===== config.mk =====
export PLATFORM = sky130hd
export DESIGN_NAME = tio_port
export DESIGN_NICKNAME = d
export VERILOG_FILES = /design/src/logic/tio_port.v /design/src/logic/tio_fifo.v /design/src/logic/tio_clkblk.v
export VERILOG_INCLUDE_DIRS = /design/src /design/src/logic
export SDC_FILE = /design/constraint.sdc
export NUM_CORES = 1
export LEC_CHECK = 0
export BUFFER_PORTS_ARGS = -buffer_cell sky130_fd_sc_hd__buf_2
export CORE_MARGIN = 2
export CORE_UTILIZATION = 50
export CTS_CLUSTER_DIAMETER = 50
export DETAILED_ROUTE_END_ITERATION = 6
export PLACE_DENSITY = 0.79
export SLEW_MARGIN = 15
export SYNTH_ARGS = -nofsm -noshare
export SYNTH_HDL_FRONTEND = slang
export SYNTH_SLANG_ARGS = --single-unit

===== constraint.sdc =====
create_clock -name sys_clk -period 4.7 [get_ports sys_clk]
set_input_delay 0.47 -clock sys_clk [delete_from_list [all_inputs] [get_ports sys_clk]]
set_output_delay 0.47 -clock sys_clk [all_outputs]
set_load 0.02 [all_outputs]

===== src/logic/tio_map.vh =====
// Constants for the timed I/O port and its clock blocks
`ifndef TIO_MAP_VH
`define TIO_MAP_VH
`define TIO_WIDTH_DEF 4
`define TIO_XFER_W 32
`define TIO_CNT_W 16
`define TIO_FIFO_DEPTH 16
`define TIO_FIFO_AW 4
`define TIO_CB_NUM 6
`define TIO_CB_SEL_W 3
`define TIO_CB_REF 3'h0
`define TIO_CB_LAST 3'h5
`define TIO_CB_DIV_W 8
`define TIO_REF_CLK_MHZ 100
`define TIO_SLC_W 6
`define TIO_COND_NONE 2'h0
`define TIO_COND_EQ 2'h1
`define TIO_COND_NE 2'h2
`define TIO_CNT_RST 16'h0000
`define TIO_CNT_INC 16'h0001
`endif


===== src/logic/tio_port.v =====
// Timed I/O port: FIFO, serializer, port counter, clock blocks, pins
//
// Notes on behaviour
// - Port width is 1, 4, 8, 16 or 32 pins, all in one direction.
// - Direction belongs to the whole port, never per pin.
// - Open-collector ports drive low for a zero and float for a one.
// - The port drives its pins or samples them, sampling optionally on a condition.
// - Each core access waits on valid/ready; writes complete on an output port once the FIFO has room, reads on an input port once it has data.
// - Data passes through a serializer and a 16-word FIFO of transfer words.
// - A 16-bit port counter lets transfers wait for a chosen count.
// - The counter value is readable at any time without side effect.
// - Each transfer captures the counter as a timestamp.
// - An enabled link takes the pins away from the port.
// - A narrower enabled port wins the pins it shares with this one.
// - The port still transfers its full width when pins are taken.
// - Six clock blocks exist; block zero is the tile reference.
// - A clock block may take a 1-bit port pin as source and divide it.
// - The port honours a strobe input and drives a strobe output.
// - After reset the port runs from clock block zero.
`timescale 1ns/1ps
`include "tio_map.vh"
module tio_port #(
   parameter WIDTH = `TIO_WIDTH_DEF,
   parameter XFER_W = `TIO_XFER_W,
   parameter FIFO_DEPTH = `TIO_FIFO_DEPTH,
   parameter FIFO_AW = `TIO_FIFO_AW,
   parameter DIV_W = `TIO_CB_DIV_W
) (
   // Clock and reset
   input wire sys_clk,
   input wire reset_n,
   // Port configuration
   input wire cfg_port_en,
   input wire cfg_dir_out,
   input wire cfg_open_coll,
   input wire cfg_strobe_in_en,
   // Clock block configuration
   input wire clk_sel_set,
   input wire [`TIO_CB_SEL_W-1:0] clk_sel,
   input wire [`TIO_CB_NUM-2:0] cb_src_ext,
   input wire [(`TIO_CB_NUM-1)*DIV_W-1:0] cb_div,
   input wire cb_src_pin,
   // Pin sharing
   input wire link_en,
   input wire [WIDTH-1:0] narrow_taken,
   // Core write side
   input wire core_wr_valid,
   input wire [XFER_W-1:0] core_wr_data,
   output wire core_wr_ready,
   // Core read side
   output wire core_rd_valid,
   output wire [XFER_W-1:0] core_rd_data,
   input wire core_rd_ready,
   // Timed and conditional transfer
   input wire time_set,
   input wire [`TIO_CNT_W-1:0] time_value,
   input wire cond_set,
   input wire [1:0] cond_mode,
   input wire [WIDTH-1:0] cond_value,
   // Status
   output wire [`TIO_CNT_W-1:0] port_count,
   output wire [`TIO_CNT_W-1:0] port_stamp,
   output wire [`TIO_CB_SEL_W-1:0] clk_sel_now,
   output wire time_armed,
   output wire cond_armed,
   output wire overrun,
   input wire overrun_clr,
   // Pins
   input wire [WIDTH-1:0] pin_in,
   output wire [WIDTH-1:0] pin_out,
   output wire [WIDTH-1:0] pin_oe_n,
   input wire strobe_input,
   output wire strobe_output
);
   localparam integer SLICES = XFER_W / WIDTH;
   localparam integer SLC_LAST_I = SLICES - 1;
   localparam [`TIO_SLC_W-1:0] SLC_LAST = SLC_LAST_I[`TIO_SLC_W-1:0];
   localparam [`TIO_SLC_W-1:0] SLC_ZERO = {`TIO_SLC_W{1'b0}};

   // Clock block selection
   reg [`TIO_CB_SEL_W-1:0] clk_sel_reg;
   wire [`TIO_CB_NUM-1:0] cb_tick;
   wire [`TIO_CB_NUM-1:0] src_all;
   wire [`TIO_CB_NUM*DIV_W-1:0] div_all;
   wire port_tick;
   wire sel_ok;

   // Counter, schedule and condition
   reg [`TIO_CNT_W-1:0] count_reg;
   reg [`TIO_CNT_W-1:0] stamp_reg;
   reg [`TIO_CNT_W-1:0] time_reg;
   reg time_arm_reg;
   reg [1:0] cond_mode_reg;
   reg [WIDTH-1:0] cond_val_reg;
   wire time_ok;
   reg cond_ok;
   wire [`TIO_CNT_W-1:0] count_next;

   // Serializer and pins
   reg [XFER_W-1:0] sh_reg;
   reg [`TIO_SLC_W-1:0] slc_reg;
   reg [WIDTH-1:0] pin_reg;
   reg strobe_out_reg;
   reg word_pend_reg;
   reg overrun_reg;
   wire [WIDTH-1:0] avail;
   wire [WIDTH-1:0] samp;
   wire [XFER_W-1:0] shift_in;
   wire strobe_ok;
   wire out_step;
   wire in_step;
   wire load_out;
   wire first_in;
   wire last_in;
   wire out_shift;
   wire in_take;
   wire xfer_start;
   wire lost_tick;
   wire pend_done;

   // FIFO wiring
   wire fifo_in_valid;
   wire [XFER_W-1:0] fifo_in_data;
   wire fifo_in_ready;
   wire fifo_out_valid;
   wire [XFER_W-1:0] fifo_out_data;
   wire fifo_out_ready;

   assign src_all = {cb_src_ext, 1'b0};
   assign div_all = {cb_div, {DIV_W{1'b0}}};

   // Block zero is the fixed reference; it ticks every sys_clk cycle
   genvar i;
   generate
      for (i = 0; i < `TIO_CB_NUM; i = i + 1) begin : g_cb
         tio_clkblk #(
            .DIV_W(DIV_W)
         ) u_cb (
            .sys_clk(sys_clk),
            .reset_n(reset_n),
            .src_ext(src_all[i]),
            .div(div_all[i*DIV_W +: DIV_W]),
            .ext_pin(cb_src_pin),
            .tick(cb_tick[i])
         );
      end
   endgenerate

   assign port_tick = cb_tick[clk_sel_reg] & cfg_port_en;

   // An out-of-range block number is dropped rather than wrapped
   assign sel_ok = clk_sel_set & (clk_sel <= `TIO_CB_LAST);

   always @(posedge sys_clk) begin
      if (!reset_n) begin
         clk_sel_reg <= `TIO_CB_REF;
      end else if (sel_ok) begin
         clk_sel_reg <= clk_sel;
      end
   end

   // Pins taken by a link or a narrower port read as zero
   assign avail = ~narrow_taken & ~{WIDTH{link_en}};
   assign samp = pin_in & avail;

   // Whole-port direction; open collector floats ones
   generate
      for (i = 0; i < WIDTH; i = i + 1) begin : g_pin
         assign pin_out[i] = ~cfg_open_coll & pin_reg[i];
         assign pin_oe_n[i] = ~(cfg_dir_out & cfg_port_en & avail[i]) |
            (cfg_open_coll & pin_reg[i]);
      end
   endgenerate
   assign strobe_output = strobe_out_reg;

   // Schedule against the counter and pin condition
   assign time_ok = ~time_arm_reg | (count_reg == time_reg);
   // An unknown mode never releases a waiting sample
   always @* begin
      case (cond_mode_reg)
         `TIO_COND_NONE: begin
            cond_ok = 1'b1;
         end
         `TIO_COND_EQ: begin
            cond_ok = (samp == cond_val_reg);
         end
         `TIO_COND_NE: begin
            cond_ok = (samp != cond_val_reg);
         end
         default: begin
            cond_ok = 1'b0;
         end
      endcase
   end
   assign strobe_ok = ~cfg_strobe_in_en | strobe_input;

   assign out_step = port_tick & cfg_dir_out & strobe_ok;
   assign load_out = out_step & (slc_reg == SLC_ZERO) & fifo_out_valid &
      time_ok;
   assign in_step = port_tick & ~cfg_dir_out & strobe_ok & ~word_pend_reg;
   assign first_in = in_step & (slc_reg == SLC_ZERO) & time_ok & cond_ok;
   assign last_in = (slc_reg == SLC_LAST);
   assign out_shift = out_step & (slc_reg != SLC_ZERO);
   assign in_take = in_step & ((slc_reg != SLC_ZERO) | first_in);
   assign xfer_start = load_out | first_in;
   // A tick that finds the last word not yet pushed into the FIFO is lost
   assign lost_tick = port_tick & ~cfg_dir_out & word_pend_reg;
   assign pend_done = word_pend_reg & fifo_in_ready;

   // Incoming slices enter at the top so the first lands in the low bits
   generate
      if (XFER_W == WIDTH) begin : g_one
         assign shift_in = samp;
      end else begin : g_many
         assign shift_in = {samp, sh_reg[XFER_W-1:WIDTH]};
      end
   endgenerate

   // Port counter advances on every port clock tick, strobe or not
   assign count_next = port_tick ? count_reg + `TIO_CNT_INC : count_reg;

   always @(posedge sys_clk) begin
      if (!reset_n) begin
         count_reg <= `TIO_CNT_RST;
      end else begin
         count_reg <= count_next;
      end
   end

   // Time arming; a new set wins over the disarm of the same cycle
   always @(posedge sys_clk) begin
      if (!reset_n) begin
         time_reg <= `TIO_CNT_RST;
         time_arm_reg <= 1'b0;
      end else if (time_set) begin
         time_reg <= time_value;
         time_arm_reg <= 1'b1;
      end else if (xfer_start) begin
         time_arm_reg <= 1'b0;
      end
   end

   // The condition releases itself once the sample is taken
   always @(posedge sys_clk) begin
      if (!reset_n) begin
         cond_mode_reg <= `TIO_COND_NONE;
         cond_val_reg <= {WIDTH{1'b0}};
      end else if (cond_set) begin
         cond_mode_reg <= cond_mode;
         cond_val_reg <= cond_value;
      end else if (first_in) begin
         cond_mode_reg <= `TIO_COND_NONE;
      end
   end

   // Serializer, transfer word and timestamp
   always @(posedge sys_clk) begin
      if (!reset_n) begin
         sh_reg <= {XFER_W{1'b0}};
         slc_reg <= SLC_ZERO;
         pin_reg <= {WIDTH{1'b0}};
         strobe_out_reg <= 1'b0;
         stamp_reg <= `TIO_CNT_RST;
         word_pend_reg <= 1'b0;
      end else if (cfg_dir_out) begin
         word_pend_reg <= 1'b0;
         if (out_shift) begin
            pin_reg <= sh_reg[WIDTH-1:0];
            sh_reg <= sh_reg >> WIDTH;
            slc_reg <= slc_reg - 1'b1;
            strobe_out_reg <= 1'b1;
         end else if (load_out) begin
            pin_reg <= fifo_out_data[WIDTH-1:0];
            sh_reg <= fifo_out_data >> WIDTH;
            slc_reg <= SLC_LAST;
            stamp_reg <= count_reg;
            strobe_out_reg <= 1'b1;
         end else if (port_tick) begin
            strobe_out_reg <= 1'b0;
         end
      end else begin
         strobe_out_reg <= 1'b0;
         if (pend_done) begin
            word_pend_reg <= 1'b0;
         end
         if (in_take) begin
            sh_reg <= shift_in;
            if (slc_reg == SLC_ZERO) begin
               stamp_reg <= count_reg;
            end
            if (last_in) begin
               slc_reg <= SLC_ZERO;
               word_pend_reg <= 1'b1;
            end else begin
               slc_reg <= slc_reg + 1'b1;
            end
         end
      end
   end

   // A tick lost while the last word waits to enter the FIFO is flagged; the set wins over a clear
   always @(posedge sys_clk) begin
      if (!reset_n) begin
         overrun_reg <= 1'b0;
      end else if (lost_tick) begin
         overrun_reg <= 1'b1;
      end else if (overrun_clr) begin
         overrun_reg <= 1'b0;
      end
   end

   // One FIFO serves whichever direction the port is set to
   assign fifo_in_valid = cfg_dir_out ? core_wr_valid : word_pend_reg;
   assign fifo_in_data = cfg_dir_out ? core_wr_data : sh_reg;
   assign fifo_out_ready = cfg_dir_out ? load_out : core_rd_ready;
   assign core_wr_ready = cfg_dir_out & fifo_in_ready;
   assign core_rd_valid = ~cfg_dir_out & fifo_out_valid;
   assign core_rd_data = fifo_out_data;

   tio_fifo #(
      .WIDTH(XFER_W),
      .DEPTH(FIFO_DEPTH),
      .AW(FIFO_AW)
   ) u_fifo (
      .sys_clk(sys_clk),
      .reset_n(reset_n),
      .in_valid(fifo_in_valid),
      .in_data(fifo_in_data),
      .in_ready(fifo_in_ready),
      .out_valid(fifo_out_valid),
      .out_data(fifo_out_data),
      .out_ready(fifo_out_ready)
   );

   // Reading the counter has no side effect
   assign port_count = count_reg;
   assign port_stamp = stamp_reg;
   assign clk_sel_now = clk_sel_reg;
   assign time_armed = time_arm_reg;
   assign cond_armed = (cond_mode_reg != `TIO_COND_NONE);
   assign overrun = overrun_reg;
endmodule


===== src/logic/tio_fifo.v =====
// Synchronous FIFO with valid/ready on both sides
`timescale 1ns/1ps
module tio_fifo #(
   parameter WIDTH = 32,
   parameter DEPTH = 16,
   parameter AW = 4
) (
   // Clock and reset
   input wire sys_clk,
   input wire reset_n,
   // Fill side
   input wire in_valid,
   input wire [WIDTH-1:0] in_data,
   output wire in_ready,
   // Drain side
   output wire out_valid,
   output wire [WIDTH-1:0] out_data,
   input wire out_ready
);
   reg [WIDTH-1:0] mem [0:DEPTH-1];
   reg [AW-1:0] wr_ptr_reg;
   reg [AW-1:0] rd_ptr_reg;
   reg [AW:0] fill_reg;
   wire push;
   wire pop;
   localparam integer DEPTH_I = DEPTH;
   localparam integer LAST_I = DEPTH - 1;
   localparam [AW:0] DEPTH_C = DEPTH_I[AW:0];
   localparam [AW-1:0] LAST_C = LAST_I[AW-1:0];

   assign in_ready = (fill_reg != DEPTH_C);
   assign out_valid = (fill_reg != {(AW+1){1'b0}});
   assign out_data = mem[rd_ptr_reg];
   assign push = in_valid & in_ready;
   assign pop = out_valid & out_ready;

   always @(posedge sys_clk) begin
      if (push) begin
         mem[wr_ptr_reg] <= in_data;
      end
   end

   always @(posedge sys_clk) begin
      if (!reset_n) begin
         wr_ptr_reg <= {AW{1'b0}};
         rd_ptr_reg <= {AW{1'b0}};
         fill_reg <= {(AW+1){1'b0}};
      end else begin
         if (push) begin
            wr_ptr_reg <= (wr_ptr_reg == LAST_C) ? {AW{1'b0}} :
               wr_ptr_reg + 1'b1;
         end
         if (pop) begin
            rd_ptr_reg <= (rd_ptr_reg == LAST_C) ? {AW{1'b0}} :
               rd_ptr_reg + 1'b1;
         end
         if (push && !pop) begin
            fill_reg <= fill_reg + 1'b1;
         end else if (pop && !push) begin
            fill_reg <= fill_reg - 1'b1;
         end
      end
   end
endmodule


===== src/logic/tio_clkblk.v =====
// One clock block: a tick source from the reference or a 1-bit port pin
`timescale 1ns/1ps
`include "tio_map.vh"
module tio_clkblk #(
   parameter DIV_W = `TIO_CB_DIV_W
) (
   // Clock and reset
   input wire sys_clk,
   input wire reset_n,
   // Configuration
   input wire src_ext,
   input wire [DIV_W-1:0] div,
   // Source pin
   input wire ext_pin,
   // Tick out
   output wire tick
);
   reg ext_prev_reg;
   reg [DIV_W-1:0] div_cnt_reg;
   wire src_event;

   // Pin is synchronous to sys_clk, so a plain edge detect is enough
   assign src_event = src_ext ? (ext_pin & ~ext_prev_reg) : 1'b1;
   assign tick = src_event & (div_cnt_reg == div);

   always @(posedge sys_clk) begin
      if (!reset_n) begin
         ext_prev_reg <= 1'b0;
         div_cnt_reg <= {DIV_W{1'b0}};
      end else begin
         ext_prev_reg <= ext_pin;
         if (src_event) begin
            div_cnt_reg <= (div_cnt_reg == div) ? {DIV_W{1'b0}} :
               div_cnt_reg + 1'b1;
         end
      end
   end
endmodule


==> reports/qor.csv <==
metric,value,unit
H-tree levels,3,
Pleak,11.46,nW
Mapped Area,28090,µm²
FILL cells,4074,
setup violators final,0,
VDD IR max,0.3985,mV
YS warnings,0,
max-slew violation count,0,
cts repair resizes,0,
TritonRoute pass-1 iters,5,
nature of the critical path endpoint,register,
fin nets,2145,
crit path max fanout,6,
GR Layer Usage met2,40.20,%
total power,15.86,mW
power density over the cells,482.3,nW/µm²
Hold Path Class,input port to register,
area of the multi-input gates,9012,µm²
total clock sinks,681,
startpoint types,register,
fraction of registers with async set/reset,0,%
total CTS buffers,75,
core area,55310,µm²
layout cells sized above 1,28.98,%
# hold bufs at CTS,0,
RSZ-0062 raised after global routing,no,
first-pass GRT wire length,103700,µm
initial core utilization,50.79,%
post-route ant nets,0,
clk_skew,0.02755,ns
Post-Syn Instances,1764,
CTS tree,done,
initial antenna violation count,1,
Syn Nets,1910,
Worst Setup Path Type,register to register,
gr ovfl total,0,
R2R Setup Slk,0.84,ns
syn_area_per_cell,15.92,µm²
Post-synth top cells,"edfxtp_1 (512), dfxtp_1 (169), mux4_2 (160), nand2_1 (130), nor2_1 (115)",
Tmin final,3.859,ns
xor/xnor share of the synthesized area,3.336,%
complex-gate fraction of the synthesized area,3.421,%
Port Buf Inserts,205,
I/O pin cnt,206,
GRT Overall Usage,24.17,%
Rows,86,
Synth cell types,67,
top-area cell type share of the netlist area,54.73,%
Die Ht,241.0,µm
Die X-Extent,241.0,µm
Final Wtd Congestion,0.8519,
Die ar.,58090,µm²
clk buf depth,3,
number of global-route vias before repair,17260,
post-DP HPWL,42480,µm
pin count of the biggest net entering global routing,65,
Crit path arrival time,4.38,ns
Slew HR,33.28,%
CP Data Required Time,5.22,ns
WL final,69980,µm
DR iter-0 viols,1812,
Peak Freq,259.1,MHz
Ant. Diodes,0,
measured slew at the worst slew-check pin,1.001,ns
biggest area consumer among synthesized cells,edfxtp_1,
grt met3 use,4.301,%
Largest register FFs,512,
Root Buffer,clkbuf_16,
DRC Markers,0,
main flop type after synthesis,edfxtp_1,
period utilisation layout,82.10,%
Setup TNS,0,ns
clk_lat worst skew,0.63,ns
max_cap viols,0,
"CTS clk-pin slew, worst paths",0.06,ns
largest family of logic cells by synthesized area,multiplexers,
sequential cell area fraction in the yosys report,66.78,%
vias after detailed routing,17190,
Top Usage Layer GRT,met2,
post-synthesis adder-cell area fraction,0.9621,%
Post-CTS Setup Inserts,0,
Vias per Instance,6.123,
wire per inst,24.92,µm
Synth Register Bits,681,
status,finished clean,
met1 usage,32.10,%
register area,18770,µm²
synth-to-layout area growth,17.06,%
simple-gate portion of the synthesized area,7.688,%
largest cells by area after synthesis,"edfxtp_1 (55%), mux4_2 (13%), dfxtp_1 (12%)",
most numerous cell in the Yosys netlist,edfxtp_1,
Post-synth EDFFs,512,
Final Hold Viols,0,
mux contribution to synthesized area,16.18,%
[placed cells by master (no fill, tap or decap), types with 12 or more instances in the layout]
cell type	netlist	layout
a21oi_1	41	41
a311oi_1	27	27
buf_2	10	204
buf_4	2	33
clkbuf_1	59	13
clkbuf_16	0	77
clkinv_2	0	15
dfxtp_1	169	165
edfxtp_1	512	512
ha_1	20	20
inv_1	22	22
mux2_2	33	33
mux2i_1	57	57
mux4_2	160	160
nand2_1	130	130
nand2b_1	25	25
nand3_1	60	60
nand4_1	18	18
nor2_1	115	103
nor2_4	0	12
nor3_1	47	42
o21ai_0	21	21
xnor2_1	24	24
xor2_1	83	83
[report_power, final]
group / leakage, nW / internal [mW] / switching (mW) / total [mW]
registers: 6.05 / 6.84 / 0.276 / 7.12
logic: 4.11 / 1.15 / 1.46 / 2.61
clock network: 1.30 / 3.70 / 2.43 / 6.13
total: 11.5 / 11.7 / 4.16 / 15.9
[area by class of cell]
type | count | area share (%)
Sequential cell | 681 | 57.08
Multi-Input combinational cell | 972 | 27.41
Clock buffer | 99 | 6.385
Timing Repair Buffer | 246 | 4.406
Tap cell | 748 | 2.846
Clock inverter | 39 | 1.613
Inverter | 23 | 0.2626
[routing by layer]
layer	part of all wire, %	up-vias
met5	0	-
met4	2.9	0
met3	9.3	151
met1	39	8722
li1	-	7351
met2	49	969
[per-stage QoR]
step / instance area (µm²) / utilization [%] / instances / hold slack, ns / setup WS (ns)
5_1_grt: 32880 / 59.45 / 2808 / 0.09254 / 0.5771
4_1_cts: 32880 / 59.45 / 2808 / 0.06623 / 0.8629
6_report: 32880 / 59.45 / 2808 / 0.1007 / 0.8411
3_3_place_gp: 30250 / 54.70 / 2670 / 0.4411 / 0.7196
3_5_place_dp: 30250 / 54.70 / 2670 / 0.4481 / 0.6637
2_1_floorplan: 28090 / - / 1764 / 0.4485 / 0.5569
[logic make-up after synthesis]
family,Yosys count
DFF,681
muxes,250
adders and majority gates,21
and+or+nand+nor,456
xor gates and xnor gates,107
buffers and inverters,111
AOI/OAI and AO/OA,138
[worst max-delay path, stage by stage (launching register included)]
cell       delay, ns
dfxtp_1         0.36
xor2_1          0.17
a2111oi_0       0.58
nand4bb_1       0.23
and3_1          0.24
a211o_1         0.31
o21ai_1         0.16
buf_4           0.17
inv_1           0.05
ha_1            0.22
inv_1           0.12
ha_1            0.28
a21o_1          0.20
a21oi_1         0.17
xnor2_1         0.09
or3_1           0.30
a21oi_1         0.13
[path summary, 6_finish.rpt]
check | start | endpoint | cells after the start
setup / recovery | g_cb[5].u_cb.div_cnt_reg[2] | u_fifo.fill_reg[4] | 16
hold / removal | time_value[2] | time_reg[2] | 3
setup reg to reg | g_cb[5].u_cb.div_cnt_reg[2] | u_fifo.fill_reg[4] | 16
hold reg to reg | port_stamp[9] | port_stamp[9] | 2
Power figures use the tool's default switching activity.
